### src/logic/mode_ctrl_pkg.sv
package mode_ctrl_pkg;

  // Command codes presented on cmd_code with a one-cycle cmd_valid.
  typedef enum logic [3:0] {
    CMD_NOP        = 4'h0,
    CMD_SLEEP      = 4'h1,
    CMD_WAKEUP     = 4'h2,
    CMD_SETUP      = 4'h3,
    CMD_TEST       = 4'h4,
    CMD_CONNECT    = 4'h5,
    CMD_BOND       = 4'h6,
    CMD_DISCONNECT = 4'h7,
    CMD_CFG_WRITE  = 4'h8,
    CMD_CFG_DONE   = 4'h9,
    CMD_DUMP       = 4'hA,
    CMD_RESTORE    = 4'hB,
    CMD_SEND_DATA  = 4'hC,
    CMD_BASE_WRITE = 4'hD
  } cmd_e;

  // Event codes on evt_code with a one-cycle evt_valid.
  typedef enum logic [3:0] {
    EVT_NONE          = 4'h0,
    EVT_CMD_OK        = 4'h1,
    EVT_CMD_ERROR     = 4'h2,
    EVT_LINK_UP       = 4'h3,
    EVT_CHANNEL_STATE = 4'h4,
    EVT_LINK_DOWN     = 4'h5,
    EVT_ADV_TIMEOUT   = 4'h6,
    EVT_DUMP_DATA     = 4'h7,
    EVT_DATA_REFUSED  = 4'h8
  } evt_e;

  // Operating modes, one-hot.
  typedef enum logic [3:0] {
    MODE_SETUP  = 4'b0001,
    MODE_ACTIVE = 4'b0010,
    MODE_SLEEP  = 4'b0100,
    MODE_TEST   = 4'b1000
  } mode_e;

  // Activity levels inside active mode, one-hot.
  typedef enum logic [2:0] {
    ACT_STANDBY   = 3'b001,
    ACT_ADVERTISE = 3'b010,
    ACT_CONNECTED = 3'b100
  } act_e;

  // Advertising type selected on the air.
  typedef enum logic [1:0] {
    ADV_NONE     = 2'h0,
    ADV_GENERAL  = 2'h1,
    ADV_LIMITED  = 2'h2,
    ADV_NON_DISC = 2'h3
  } adv_e;

  // Discovery walk, one-hot.
  typedef enum logic [4:0] {
    DISC_IDLE    = 5'b00001,
    DISC_PRIMARY = 5'b00010,
    DISC_CHARS   = 5'b00100,
    DISC_DESCR   = 5'b01000,
    DISC_SVC_CHG = 5'b10000
  } disc_e;

  localparam int BASE_ID_COUNT   = 5;
  localparam int BASE_ID_WIDTH   = 128;
  localparam int BASE_IDX_WIDTH  = 3;
  localparam int SHORT_ID_WIDTH  = 16;
  // Big-endian byte 13 holds the high byte of the short form.
  localparam int SHORT_ID_BYTE_HI = 13;
  localparam int SHORT_ID_BYTE_LO = 14;
  localparam int ID_BYTES         = 16;

  // Runtime state image: bit positions.
  localparam int RT_WIDTH       = 8;
  localparam int RT_BONDED      = 0;
  localparam int RT_DISC_VALID  = 1;
  localparam int RT_PEER_SVCCHG = 2;
  localparam int RT_PIPE_LSB    = 3;
  localparam int PIPE_WIDTH     = 5;

  localparam logic [RT_WIDTH-1:0] RT_RESET = 8'h00;
  localparam logic [PIPE_WIDTH-1:0] PIPE_NONE = 5'h00;

  // Advertising timeout.
  localparam int CLK_HZ        = 20_000_000;
  localparam int ADV_TIMEOUT_MS = 180_000;
  localparam int ADV_CNT_WIDTH = 32;

endpackage

### src/logic/adv_timer.sv
`timescale 1ns/10ps
`default_nettype none

// Advertising window timer with a millisecond tick from a divider.
module adv_timer
  import mode_ctrl_pkg::*;
#(
  parameter int TICKS_PER_MS = CLK_HZ / 1000,
  parameter int TIMEOUT_MS   = ADV_TIMEOUT_MS
) (
  // Clock and reset
  input  wire logic core_clk,
  input  wire logic rst_b,
  // Control
  input  wire logic run,
  output logic      expired
);

  logic [ADV_CNT_WIDTH-1:0] div_reg;
  logic [ADV_CNT_WIDTH-1:0] ms_reg;
  logic                     tick;

  assign tick = (div_reg == ADV_CNT_WIDTH'(TICKS_PER_MS - 1));

  always_ff @(posedge core_clk or negedge rst_b) begin
    if (!rst_b) begin
      div_reg <= '0;
    end else if (!run || tick) begin
      div_reg <= '0;
    end else begin
      div_reg <= div_reg + 1'b1;
    end
  end

  always_ff @(posedge core_clk or negedge rst_b) begin
    if (!rst_b) begin
      ms_reg <= '0;
    end else if (!run) begin
      ms_reg <= '0;
    end else if (tick && !expired) begin
      ms_reg <= ms_reg + 1'b1;
    end
  end

  assign expired = run && (ms_reg >= ADV_CNT_WIDTH'(TIMEOUT_MS));

endmodule // adv_timer

`default_nettype wire

### src/logic/radio_peripheral_mode_ctrl.sv
// Contract
// - Sleep command enters sleep; wakeup returns to active standby.
// - In sleep, links stay dropped; only wakeup is accepted.
// - Configuration survives sleep; no reconfiguration after wakeup.
// - Configuration committed to persistent store is locked.
// - Volatile-only configuration is lost on reset or power cycle.
// - Data exchange is refused until configuration sequence completes.
// - Five 128-bit base identifiers, each expanded by a short form.
// - Identifiers are big endian; short form sits in bytes 13 and 14.
// - Active entered on setup done, wakeup, test in test mode, or reset with stored setup.
// - Test, setup or sleep command leaves active for that mode.
// - Connect or bond starts advertising; a link moves to connected.
// - Advertise until link or timeout; a formed link outlives timeout.
// - Advertise general, limited for bond, non-discoverable if bonded.
// - Link-up event, then channel-state events as discovery updates.
// - After timeout or link loss, stay in standby until new command.
// - Discovery runs after linking only if pipe mapping is stale.
// - Discovery: primary, characteristics, descriptors, service change.
// - Bonded peer keeps discovery results until bond removed.
// - Discovery lost on reset or setup; non-bonded changing peer on drop.
// - Dump exports runtime state; restore reinstates it in active mode only.
// - Setup or test clears runtime data; sleep preserves it.
`timescale 1ns/10ps
`default_nettype none

module radio_peripheral_mode_ctrl
  import mode_ctrl_pkg::*;
#(
  parameter int ADV_TICKS_PER_MS = CLK_HZ / 1000
) (
  // Clock and reset
  input  wire logic                          core_clk,
  input  wire logic                          rst_b,
  // Persistent store status, sampled after reset release
  input  wire logic                          persistent_store_valid,
  // Command port
  input  wire logic                          cmd_valid,
  input  wire mode_ctrl_pkg::cmd_e           cmd_code,
  input  wire logic                          cmd_persist,
  input  wire logic [BASE_IDX_WIDTH-1:0]     cmd_base_idx,
  input  wire logic [BASE_ID_WIDTH-1:0]      cmd_base_data,
  input  wire logic [RT_WIDTH-1:0]           cmd_rt_data,
  // Radio link status
  input  wire logic                          link_formed,
  input  wire logic                          link_lost,
  input  wire logic                          peer_has_svc_chg,
  input  wire logic                          peer_svc_changed,
  input  wire logic                          bond_removed_by_peer,
  input  wire logic                          disc_step_done,
  input  wire logic [PIPE_WIDTH-1:0]         disc_pipes,
  // Identifier lookup
  input  wire logic [BASE_IDX_WIDTH-1:0]     id_base_sel,
  input  wire logic [SHORT_ID_WIDTH-1:0]     id_short,
  output logic [BASE_ID_WIDTH-1:0]           id_full,
  // Event port
  output logic                               evt_valid,
  output mode_ctrl_pkg::evt_e                evt_code,
  output logic [RT_WIDTH-1:0]                evt_data,
  // Status
  output mode_ctrl_pkg::mode_e               mode,
  output mode_ctrl_pkg::act_e                activity,
  output mode_ctrl_pkg::adv_e                adv_type,
  output mode_ctrl_pkg::disc_e               disc_step,
  output logic                               cfg_locked,
  output logic                               data_enable
);

  // ----------------------------------------------------------------
  // Functions
  // ----------------------------------------------------------------

  // Places a short form into big-endian bytes 13 and 14 of a base.
  function automatic logic [BASE_ID_WIDTH-1:0] expand_id(
    input logic [BASE_ID_WIDTH-1:0]  base,
    input logic [SHORT_ID_WIDTH-1:0] short_id
  );
    logic [BASE_ID_WIDTH-1:0] r;
    r = base;
    r[(ID_BYTES-1-SHORT_ID_BYTE_HI)*8 +: 8] = short_id[15:8];
    r[(ID_BYTES-1-SHORT_ID_BYTE_LO)*8 +: 8] = short_id[7:0];
    return r;
  endfunction

  function automatic logic cmd_is(input cmd_e c, input cmd_e want);
    return cmd_valid && (c == want);
  endfunction

  // ----------------------------------------------------------------
  // State
  // ----------------------------------------------------------------

  mode_e                     mode_reg;
  act_e                      act_reg;
  adv_e                      adv_reg;
  disc_e                     disc_reg;
  logic                      cfg_done_reg;
  logic                      cfg_locked_reg;
  logic                      boot_reg;
  logic [RT_WIDTH-1:0]       rt_reg;
  logic [BASE_ID_WIDTH-1:0]  base_mem [BASE_ID_COUNT];
  logic                      evt_valid_reg;
  evt_e                      evt_code_reg;
  logic [RT_WIDTH-1:0]       evt_data_reg;
  logic                      chan_pending_reg;
  logic                      adv_expired;
  logic                      cmd_ok;
  logic                      is_bonded;
  logic                      disc_needed;

  assign is_bonded = rt_reg[RT_BONDED];

  // Mapping is stale for an unknown peer or one whose services changed.
  assign disc_needed = !rt_reg[RT_DISC_VALID] || peer_svc_changed ||
                       (!is_bonded && peer_has_svc_chg);

  adv_timer #(
    .TICKS_PER_MS (ADV_TICKS_PER_MS),
    .TIMEOUT_MS   (ADV_TIMEOUT_MS)
  ) u_adv_timer (
    .core_clk (core_clk),
    .rst_b    (rst_b),
    .run      (act_reg == ACT_ADVERTISE && mode_reg == MODE_ACTIVE),
    .expired  (adv_expired)
  );

  // ----------------------------------------------------------------
  // Command legality
  // ----------------------------------------------------------------

  always_comb begin
    cmd_ok = 1'b0;
    unique case (mode_reg)
      MODE_SLEEP:  cmd_ok = (cmd_code == CMD_WAKEUP);
      MODE_SETUP:  cmd_ok = (cmd_code == CMD_CFG_WRITE && !cfg_locked_reg) ||
                            (cmd_code == CMD_BASE_WRITE && !cfg_locked_reg) ||
                            (cmd_code == CMD_CFG_DONE) ||
                            (cmd_code == CMD_TEST) ||
                            (cmd_code == CMD_SETUP);
      MODE_TEST:   cmd_ok = (cmd_code == CMD_TEST) ||
                            (cmd_code == CMD_SETUP);
      MODE_ACTIVE: cmd_ok = (cmd_code != CMD_WAKEUP) &&
                            (cmd_code != CMD_CFG_WRITE) &&
                            (cmd_code != CMD_CFG_DONE) &&
                            (cmd_code != CMD_BASE_WRITE) &&
                            (cmd_code != CMD_NOP) &&
                            !(cmd_code == CMD_SEND_DATA &&
                              act_reg != ACT_CONNECTED) &&
                            !((cmd_code == CMD_CONNECT ||
                               cmd_code == CMD_BOND) &&
                              act_reg != ACT_STANDBY);
    endcase
  end

  // ----------------------------------------------------------------
  // Operating mode
  // ----------------------------------------------------------------

  always_ff @(posedge core_clk or negedge rst_b) begin
    if (!rst_b) begin
      mode_reg <= MODE_SETUP;
      boot_reg <= 1'b1;
    end else if (boot_reg) begin
      boot_reg <= 1'b0;
      if (persistent_store_valid) begin
        mode_reg <= MODE_ACTIVE;
      end
    end else if (cmd_valid && cmd_ok) begin
      unique case (cmd_code)
        CMD_SLEEP:    mode_reg <= MODE_SLEEP;
        CMD_WAKEUP:   mode_reg <= MODE_ACTIVE;
        CMD_SETUP:    mode_reg <= MODE_SETUP;
        CMD_TEST:     mode_reg <= (mode_reg == MODE_TEST) ?
                                  MODE_ACTIVE : MODE_TEST;
        CMD_CFG_DONE: mode_reg <= MODE_ACTIVE;
        default:      mode_reg <= mode_reg;
      endcase
    end
  end

  // ----------------------------------------------------------------
  // Configuration store
  // ----------------------------------------------------------------

  // Volatile configuration is only flops, so reset drops it; a valid
  // persistent store restores the done and locked state at boot.
  always_ff @(posedge core_clk or negedge rst_b) begin
    if (!rst_b) begin
      cfg_done_reg   <= 1'b0;
      cfg_locked_reg <= 1'b0;
    end else if (boot_reg) begin
      cfg_done_reg   <= persistent_store_valid;
      cfg_locked_reg <= persistent_store_valid;
    end else if (cmd_valid && cmd_ok) begin
      if (cmd_code == CMD_CFG_WRITE) begin
        cfg_done_reg <= 1'b0;
      end else if (cmd_code == CMD_CFG_DONE) begin
        cfg_done_reg <= 1'b1;
        if (cmd_persist) begin
          cfg_locked_reg <= 1'b1;
        end
      end
    end
  end

  // Base identifiers keep their values through sleep.
  always_ff @(posedge core_clk or negedge rst_b) begin
    if (!rst_b) begin
      for (int i = 0; i < BASE_ID_COUNT; i++) begin
        base_mem[i] <= '0;
      end
    end else if (cmd_is(cmd_code, CMD_BASE_WRITE) && cmd_ok &&
                 cmd_base_idx < BASE_IDX_WIDTH'(BASE_ID_COUNT)) begin
      base_mem[cmd_base_idx] <= cmd_base_data;
    end
  end

  always_ff @(posedge core_clk or negedge rst_b) begin
    if (!rst_b) begin
      id_full <= '0;
    end else if (id_base_sel < BASE_IDX_WIDTH'(BASE_ID_COUNT)) begin
      id_full <= expand_id(base_mem[id_base_sel], id_short);
    end else begin
      id_full <= '0;
    end
  end

  // ----------------------------------------------------------------
  // Activity inside active mode
  // ----------------------------------------------------------------

  always_ff @(posedge core_clk or negedge rst_b) begin
    if (!rst_b) begin
      act_reg <= ACT_STANDBY;
      adv_reg <= ADV_NONE;
    end else if (mode_reg != MODE_ACTIVE) begin
      act_reg <= ACT_STANDBY;
      adv_reg <= ADV_NONE;
    end else begin
      unique case (act_reg)
        ACT_STANDBY: begin
          if (cmd_valid && cmd_ok &&
              (cmd_code == CMD_CONNECT || cmd_code == CMD_BOND)) begin
            act_reg <= ACT_ADVERTISE;
            if (cmd_code == CMD_BOND) begin
              adv_reg <= ADV_LIMITED;
            end else if (is_bonded) begin
              adv_reg <= ADV_NON_DISC;
            end else begin
              adv_reg <= ADV_GENERAL;
            end
          end
        end
        ACT_ADVERTISE: begin
          if (link_formed) begin
            act_reg <= ACT_CONNECTED;
            adv_reg <= ADV_NONE;
          end else if (adv_expired || cmd_is(cmd_code, CMD_DISCONNECT)) begin
            act_reg <= ACT_STANDBY;
            adv_reg <= ADV_NONE;
          end
        end
        ACT_CONNECTED: begin
          if (link_lost || cmd_is(cmd_code, CMD_DISCONNECT)) begin
            act_reg <= ACT_STANDBY;
          end
        end
      endcase
    end
  end

  // ----------------------------------------------------------------
  // Discovery walk
  // ----------------------------------------------------------------

  always_ff @(posedge core_clk or negedge rst_b) begin
    if (!rst_b) begin
      disc_reg <= DISC_IDLE;
    end else if (act_reg != ACT_CONNECTED || mode_reg != MODE_ACTIVE) begin
      disc_reg <= DISC_IDLE;
    end else begin
      unique case (disc_reg)
        DISC_IDLE:
          if ((act_reg == ACT_CONNECTED && chan_pending_reg && disc_needed) ||
              peer_svc_changed) begin
            disc_reg <= DISC_PRIMARY;
          end
        DISC_PRIMARY: if (disc_step_done) disc_reg <= DISC_CHARS;
        DISC_CHARS:   if (disc_step_done) disc_reg <= DISC_DESCR;
        DISC_DESCR:   if (disc_step_done) disc_reg <= DISC_SVC_CHG;
        DISC_SVC_CHG: if (disc_step_done) disc_reg <= DISC_IDLE;
      endcase
    end
  end

  // ----------------------------------------------------------------
  // Runtime state: bond, discovery associations, pipes
  // ----------------------------------------------------------------

  always_ff @(posedge core_clk or negedge rst_b) begin
    if (!rst_b) begin
      rt_reg <= RT_RESET;
    end else if (cmd_valid && cmd_ok &&
                 (cmd_code == CMD_SETUP || cmd_code == CMD_TEST)) begin
      rt_reg <= RT_RESET;
    end else if (cmd_is(cmd_code, CMD_RESTORE) && cmd_ok) begin
      rt_reg <= cmd_rt_data;
    end else if (cmd_is(cmd_code, CMD_BOND) && cmd_ok) begin
      rt_reg <= RT_RESET;
    end else if (bond_removed_by_peer) begin
      rt_reg <= RT_RESET;
    end else if (act_reg == ACT_CONNECTED &&
                 (link_lost || cmd_is(cmd_code, CMD_DISCONNECT))) begin
      if (!is_bonded && rt_reg[RT_PEER_SVCCHG]) begin
        rt_reg[RT_DISC_VALID] <= 1'b0;
      end
      rt_reg[RT_PIPE_LSB +: PIPE_WIDTH] <= PIPE_NONE;
    end else if (act_reg == ACT_ADVERTISE && link_formed &&
                 adv_reg == ADV_LIMITED) begin
      rt_reg[RT_BONDED]      <= 1'b1;
      rt_reg[RT_PEER_SVCCHG] <= peer_has_svc_chg;
    end else if (disc_reg == DISC_SVC_CHG && disc_step_done) begin
      rt_reg[RT_DISC_VALID]              <= 1'b1;
      rt_reg[RT_PEER_SVCCHG]             <= peer_has_svc_chg;
      rt_reg[RT_PIPE_LSB +: PIPE_WIDTH]  <= disc_pipes;
    end
  end

  // ----------------------------------------------------------------
  // Events
  // ----------------------------------------------------------------

  // A pending channel-state report is sent in the cycle after link-up.
  always_ff @(posedge core_clk or negedge rst_b) begin
    if (!rst_b) begin
      evt_valid_reg    <= 1'b0;
      evt_code_reg     <= EVT_NONE;
      evt_data_reg     <= '0;
      chan_pending_reg <= 1'b0;
    end else begin
      evt_valid_reg <= 1'b0;
      evt_data_reg  <= '0;
      if (mode_reg == MODE_ACTIVE && act_reg == ACT_ADVERTISE &&
          link_formed) begin
        evt_valid_reg    <= 1'b1;
        evt_code_reg     <= EVT_LINK_UP;
        chan_pending_reg <= 1'b1;
      end else if (chan_pending_reg ||
                   (disc_reg != DISC_IDLE && disc_step_done)) begin
        evt_valid_reg    <= 1'b1;
        evt_code_reg     <= EVT_CHANNEL_STATE;
        evt_data_reg     <= {3'b000, rt_reg[RT_PIPE_LSB +: PIPE_WIDTH]};
        chan_pending_reg <= 1'b0;
      end else if (mode_reg == MODE_ACTIVE && act_reg == ACT_CONNECTED &&
                   link_lost) begin
        evt_valid_reg <= 1'b1;
        evt_code_reg  <= EVT_LINK_DOWN;
      end else if (mode_reg == MODE_ACTIVE && adv_expired &&
                   act_reg == ACT_ADVERTISE) begin
        evt_valid_reg <= 1'b1;
        evt_code_reg  <= EVT_ADV_TIMEOUT;
      end else if (cmd_valid && !boot_reg) begin
        evt_valid_reg <= 1'b1;
        if (cmd_code == CMD_SEND_DATA && !cfg_done_reg) begin
          evt_code_reg <= EVT_DATA_REFUSED;
        end else if (!cmd_ok) begin
          evt_code_reg <= EVT_CMD_ERROR;
        end else if (cmd_code == CMD_DUMP) begin
          evt_code_reg <= EVT_DUMP_DATA;
          evt_data_reg <= rt_reg;
        end else begin
          evt_code_reg <= EVT_CMD_OK;
        end
      end
    end
  end

  assign evt_valid   = evt_valid_reg;
  assign evt_code    = evt_code_reg;
  assign evt_data    = evt_data_reg;
  assign mode        = mode_reg;
  assign activity    = act_reg;
  assign adv_type    = adv_reg;
  assign disc_step   = disc_reg;
  assign cfg_locked  = cfg_locked_reg;
  // Data only flows once setup is complete and a link is up.
  assign data_enable = cfg_done_reg && mode_reg == MODE_ACTIVE &&
                       act_reg == ACT_CONNECTED;

endmodule // radio_peripheral_mode_ctrl

`default_nettype wire

### config.mk
export PLATFORM = sky130hd
export DESIGN_NAME = radio_peripheral_mode_ctrl
export DESIGN_NICKNAME = d
export VERILOG_FILES = /design/src/logic/mode_ctrl_pkg.sv /design/src/logic/adv_timer.sv /design/src/logic/radio_peripheral_mode_ctrl.sv
export SDC_FILE = /design/constraint.sdc
export NUM_CORES = 1
export LEC_CHECK = 0
export BUFFER_PORTS_ARGS = -buffer_cell sky130_fd_sc_hd__buf_2
export CAP_MARGIN = 10
export CORE_ASPECT_RATIO = 2
export CORE_MARGIN = 8
export CORE_UTILIZATION = 40
export CTS_CLUSTER_SIZE = 8
export DETAILED_ROUTE_END_ITERATION = 10
export PLACE_DENSITY_LB_ADDON = 0.05
export SLEW_MARGIN = 10
export SYNTH_ARGS = -nofsm -noshare
export SYNTH_HDL_FRONTEND = slang
export SYNTH_SLANG_ARGS = --single-unit
### constraint.sdc
create_clock -name core_clk -period 3.7 [get_ports core_clk]
set_input_delay 0.74 -clock core_clk [delete_from_list [all_inputs] [get_ports core_clk]]
set_output_delay 0.74 -clock core_clk [all_outputs]
set_load 0.01 [all_outputs]
==> summary.log <==
qor: synth.synth_most_common_cell sky130_fd_sc_hd__dfrtp_1
qor: timing.grt_setup_unrepaired false
qor: cts.cts_tree yes
qor: synth.synth.cell_area 34,400 um2
qor: drt.viasPerCell 5.36
qor: synth.ys.flop_type sky130_fd_sc_hd__dfrtp_1
qor: place.placed_cell_areas 38,200 um2
qor: cts.numCtsBuffers 108
qor: timing.setup_viol 0
qor: timing.setup_total_negative_slack 0 ns
qor: floorplanning.floorplan.rows 152
qor: global_route.global_route.overflow_total 0
qor: synth.synth_edf_count 0
qor: pwr.power.net_switching 4.57 mW
qor: drt.drtAntennaViolNets 0
qor: timing.timing.clock.skew 0.0276 ns
qor: cells_and_area.largest-register base_mem
qor: cells_and_area.largest_registers base_mem x560, id_full x128
qor: cts.h-tree-depth 3
qor: timing.timing.final.crit_period 3.37 ns
qor: cells_and_area.finish.instance_area 41,100 um2
qor: global_route.grt_start_max_net_pins 114
qor: place.globalplace.congestion 0.799
qor: critical_path.critical_path_required 4.25 ns
qor: critical_path.critical_path_peak_fanout 19
qor: timing.timing_hold_violations_final 0
qor: pwr.power_switching_share 0.233
qor: pwr.power_density 476 nW/um2
qor: synth.netlist_top_cells_count sky130_fd_sc_hd__dfrtp_1, sky130_fd_sc_hd__mux2_2, sky130_fd_sc_hd__mux2_4
qor: cts.cts.repair_timing.setup_buffer_count 0
qor: drt.post-route-drc-count 0
qor: pwr.irDropWorstVdd 383 uV
qor: pwr.p_int 15.0 mW
qor: cts.postCtsResizedCells 0
qor: synth.synth-seq-cells 791
qor: job.maxCapViolations 0
qor: floorplanning.initial_utilization 0.402
qor: place.place.detailed.hpwl 58.5 mm
qor: drt.drtPass1Iterations 4
qor: synth.async_sr_flop_fraction 1.00
qor: critical_path.setup.worst_path.end_class register
qor: synth.yosys.area.top_type_share 0.573
qor: drt.drt_iter0_markers 870
qor: timing.max_clock_freq 297 MHz
qor: synth.synth_cell_types 68
qor: timing.relSlewSlack 0.402
qor: drt.detailroute.via_count 21,168
qor: floorplanning.die_y 431 um
qor: drt.average_wire_per_standard_cell 22.8 um
qor: global_route.grt_pass1_vias 24,278
qor: floorplanning.die-area 96,200 um2
qor: synth.post_synth_inst_count 2,417
qor: global_route.grt_pass1_wl 145 mm
qor: cts.clk_pin_slew 0.05 ns
qor: synth.seq_area_frac_synth 0.576
qor: cells_and_area.largest_reg_flops 560
qor: floorplanning.ios 335
qor: synth.yosysWarningCount 0
qor: synth.synthTopCellsByArea sky130_fd_sc_hd__dfrtp_1, sky130_fd_sc_hd__mux2_2, sky130_fd_sc_hd__mux4_2, sky130_fd_sc_hd__mux2_4, sky130_fd_sc_hd__o21ai_0
qor: synth.synthesis.nets 2,598
qor: synth.synth_top_area_cell sky130_fd_sc_hd__dfrtp_1
qor: cells_and_area.drive_above_1_share 0.440
qor: status.status finished, final reports clean
qor: drt.route.final.wire_length 90.1 mm
qor: min_path.worstHoldPathType primary input to async pin
qor: timing.number_of_pins_with_negative_max_slew_slack_in_the_final_report 0
qor: cts.cts-hold-fix-buffers 0
qor: synth.post_synth.cell_area_avg 14.2 um2
qor: timing.actual_transition_at_the_worst_max_transition_pin 0.897 ns
qor: cts.cts-root-buf sky130_fd_sc_hd__clkbuf_16
qor: floorplanning.core_area 85,600 um2
qor: place.io_buffer_count 318
qor: cells_and_area.finalNetCount 3,018
qor: pwr.pwr-share-comb 0.074
qor: pwr.share_seq_of_total_power 0.471
qor: cts.clock_insertion_delay_worst_skew 0.68 ns
qor: cts.sinks_on_the_clock_net 791
qor: critical_path.criticalPathCategory register to register
qor: floorplanning.die_width 223 um
qor: global_route.grt_antenna_before_repair 24
qor: cts.clock_path_buffers 3
qor: pwr.clock_power_share 0.456
qor: pwr.p_leak 20.4 nW
qor: cells_and_area.area.growth.synth_to_final 19.6%
qor: critical_path.critical_path.startpoint_type register
qor: critical_path.worst_ep_arrival_time 3.92 ns
qor: timing.final_cycle_utilization_of_the_critical_path 0.911
qor: global_route.grt_use_total 0.192
[critical path, stage by stage (launching register included)]
cell	delay [ns]
sky130_fd_sc_hd__dfstp_2	0.60
sky130_fd_sc_hd__or3b_4	0.45
sky130_fd_sc_hd__a211o_1	0.34
sky130_fd_sc_hd__a221oi_4	0.31
sky130_fd_sc_hd__buf_4	0.20
sky130_fd_sc_hd__o31ai_1	0.16
sky130_fd_sc_hd__nor3_2	0.33
sky130_fd_sc_hd__buf_4	0.28
sky130_fd_sc_hd__buf_12	0.22
sky130_fd_sc_hd__mux2_2	0.36
[per-stage QoR]
stage | utilization | total power [mW] | cells | hold slack [ns] | setup WS, ns
2_1_floorplan | - | 10.1 | 2417 | 0.444 | 0.692
4_1_cts | 0.480 | 20.0 | 3938 | 0.0824 | 0.344
3_3_place_gp | 0.446 | 10.8 | 3805 | 0.459 | 0.264
6_report | 0.481 | 19.6 | 3951 | 0.100 | 0.331
5_1_grt | 0.480 | 20.4 | 3941 | 0.120 | 0.240
3_5_place_dp | 0.446 | 10.8 | 3805 | 0.463 | 0.212
[power by group through the flow]
| stage | combinational, mW | sequential (mW) | clock (mW) |
|---|---|---|---|
| 4_1_cts | 1.48 | 9.22 | 9.25 |
| 3_5_place_dp | 1.48 | 9.36 | 0 |
| 6_report | 1.44 | 9.22 | 8.93 |
| 5_1_grt | 1.59 | 9.25 | 9.55 |
| 3_3_place_gp | 1.44 | 9.33 | 0 |
| 2_1_floorplan | 0.725 | 9.33 | 0 |
[routing by layer]
metal / part of all wire / routed length [um] / global-route usage / vias to the layer above
met5: 0.00088 / 79 / 0 / -
met3: 0.050 / 4480 / 0.0439 / 177
met4: 0.029 / 2640 / 0.0678 / 12
met2: 0.50 / 45400 / 0.327 / 473
li1: - / - / - / 9396
met1: 0.42 / 37600 / 0.236 / 11110
[cells in the final DEF (no fill, tap or decap), types with 5 or more instances in the layout]
cell	instances
sky130_fd_sc_hd__clkbuf_1	18
sky130_fd_sc_hd__nor3_1	11
sky130_fd_sc_hd__diode_2	13
sky130_fd_sc_hd__a311oi_1	5
sky130_fd_sc_hd__dfrtp_1	787
sky130_fd_sc_hd__nor2_1	76
sky130_fd_sc_hd__nor3b_1	11
sky130_fd_sc_hd__o2bb2ai_1	6
sky130_fd_sc_hd__nor4_1	11
sky130_fd_sc_hd__nand2_1	153
sky130_fd_sc_hd__a211oi_1	6
sky130_fd_sc_hd__o21ai_0	128
sky130_fd_sc_hd__mux2_4	160
sky130_fd_sc_hd__nand4_1	14
sky130_fd_sc_hd__buf_4	79
sky130_fd_sc_hd__xor2_1	20
sky130_fd_sc_hd__o21a_1	5
sky130_fd_sc_hd__clkbuf_16	112
sky130_fd_sc_hd__a21oi_1	27
sky130_fd_sc_hd__inv_1	127
sky130_fd_sc_hd__xnor2_1	14
sky130_fd_sc_hd__or3_1	15
sky130_fd_sc_hd__and3_1	21
sky130_fd_sc_hd__buf_12	49
sky130_fd_sc_hd__buf_2	314
sky130_fd_sc_hd__nand3_1	25
sky130_fd_sc_hd__and4_1	5
sky130_fd_sc_hd__o31ai_1	12
sky130_fd_sc_hd__nand2b_1	7
sky130_fd_sc_hd__a22o_1	5
sky130_fd_sc_hd__and2_1	28
sky130_fd_sc_hd__nor2b_1	7
sky130_fd_sc_hd__or4_1	10
sky130_fd_sc_hd__mux2i_1	7
sky130_fd_sc_hd__mux2_2	404
sky130_fd_sc_hd__mux4_2	112
[cell families (layout without fill, tap and decap cells)]
logic type	Yosys count	after routing	synth area share
compound gates	222	222	0.0391
xor+xnor	34	34	0.00866
fa+ha+maj	3	3	0.00109
buf+inv	261	704	0.0360
flops	791	791	0.576
mux	683	683	0.277
other cells	1	14	0.000109
simple gates	422	422	0.0619
[path summary, 6_finish.rpt]
path / startpoint / to / slack (ns) / cells past startpoint
min reg2reg: base_mem[110]$_DFFE_PN0P_ / id_full[110]$_DFF_PN0_ / 0.46 / 2
max: activity[0]$_DFFE_PN1P_ / base_mem[61]$_DFFE_PN0P_ / 0.33 / 9
max in group asynchronous: rst_b / base_mem[205]$_DFFE_PN0P_ / 2.46 / 3
min: rst_b / id_full[15]$_DFF_PN0_ / 0.10 / 1
max reg2reg: activity[0]$_DFFE_PN1P_ / base_mem[61]$_DFFE_PN0P_ / 0.33 / 9
min in group core_clk: id_short[12] / id_full[20]$_DFF_PN0_ / 0.26 / 2
[layout make-up]
| type | instances | area, um2 |
|---|---|---|
| clock buffer | 130 | 2870 |
| multi-input combinational | 1365 | 13400 |
| inverter | 127 | 477 |
| antenna | 13 | 32.5 |
| sequential | 791 | 19800 |
| tap | 1078 | 1350 |
| timing repair buffer | 444 | 3170 |
| clock inverter | 3 | 47.5 |
| fill | 7638 | 44400 |
(Power assumes the default switching activity.)
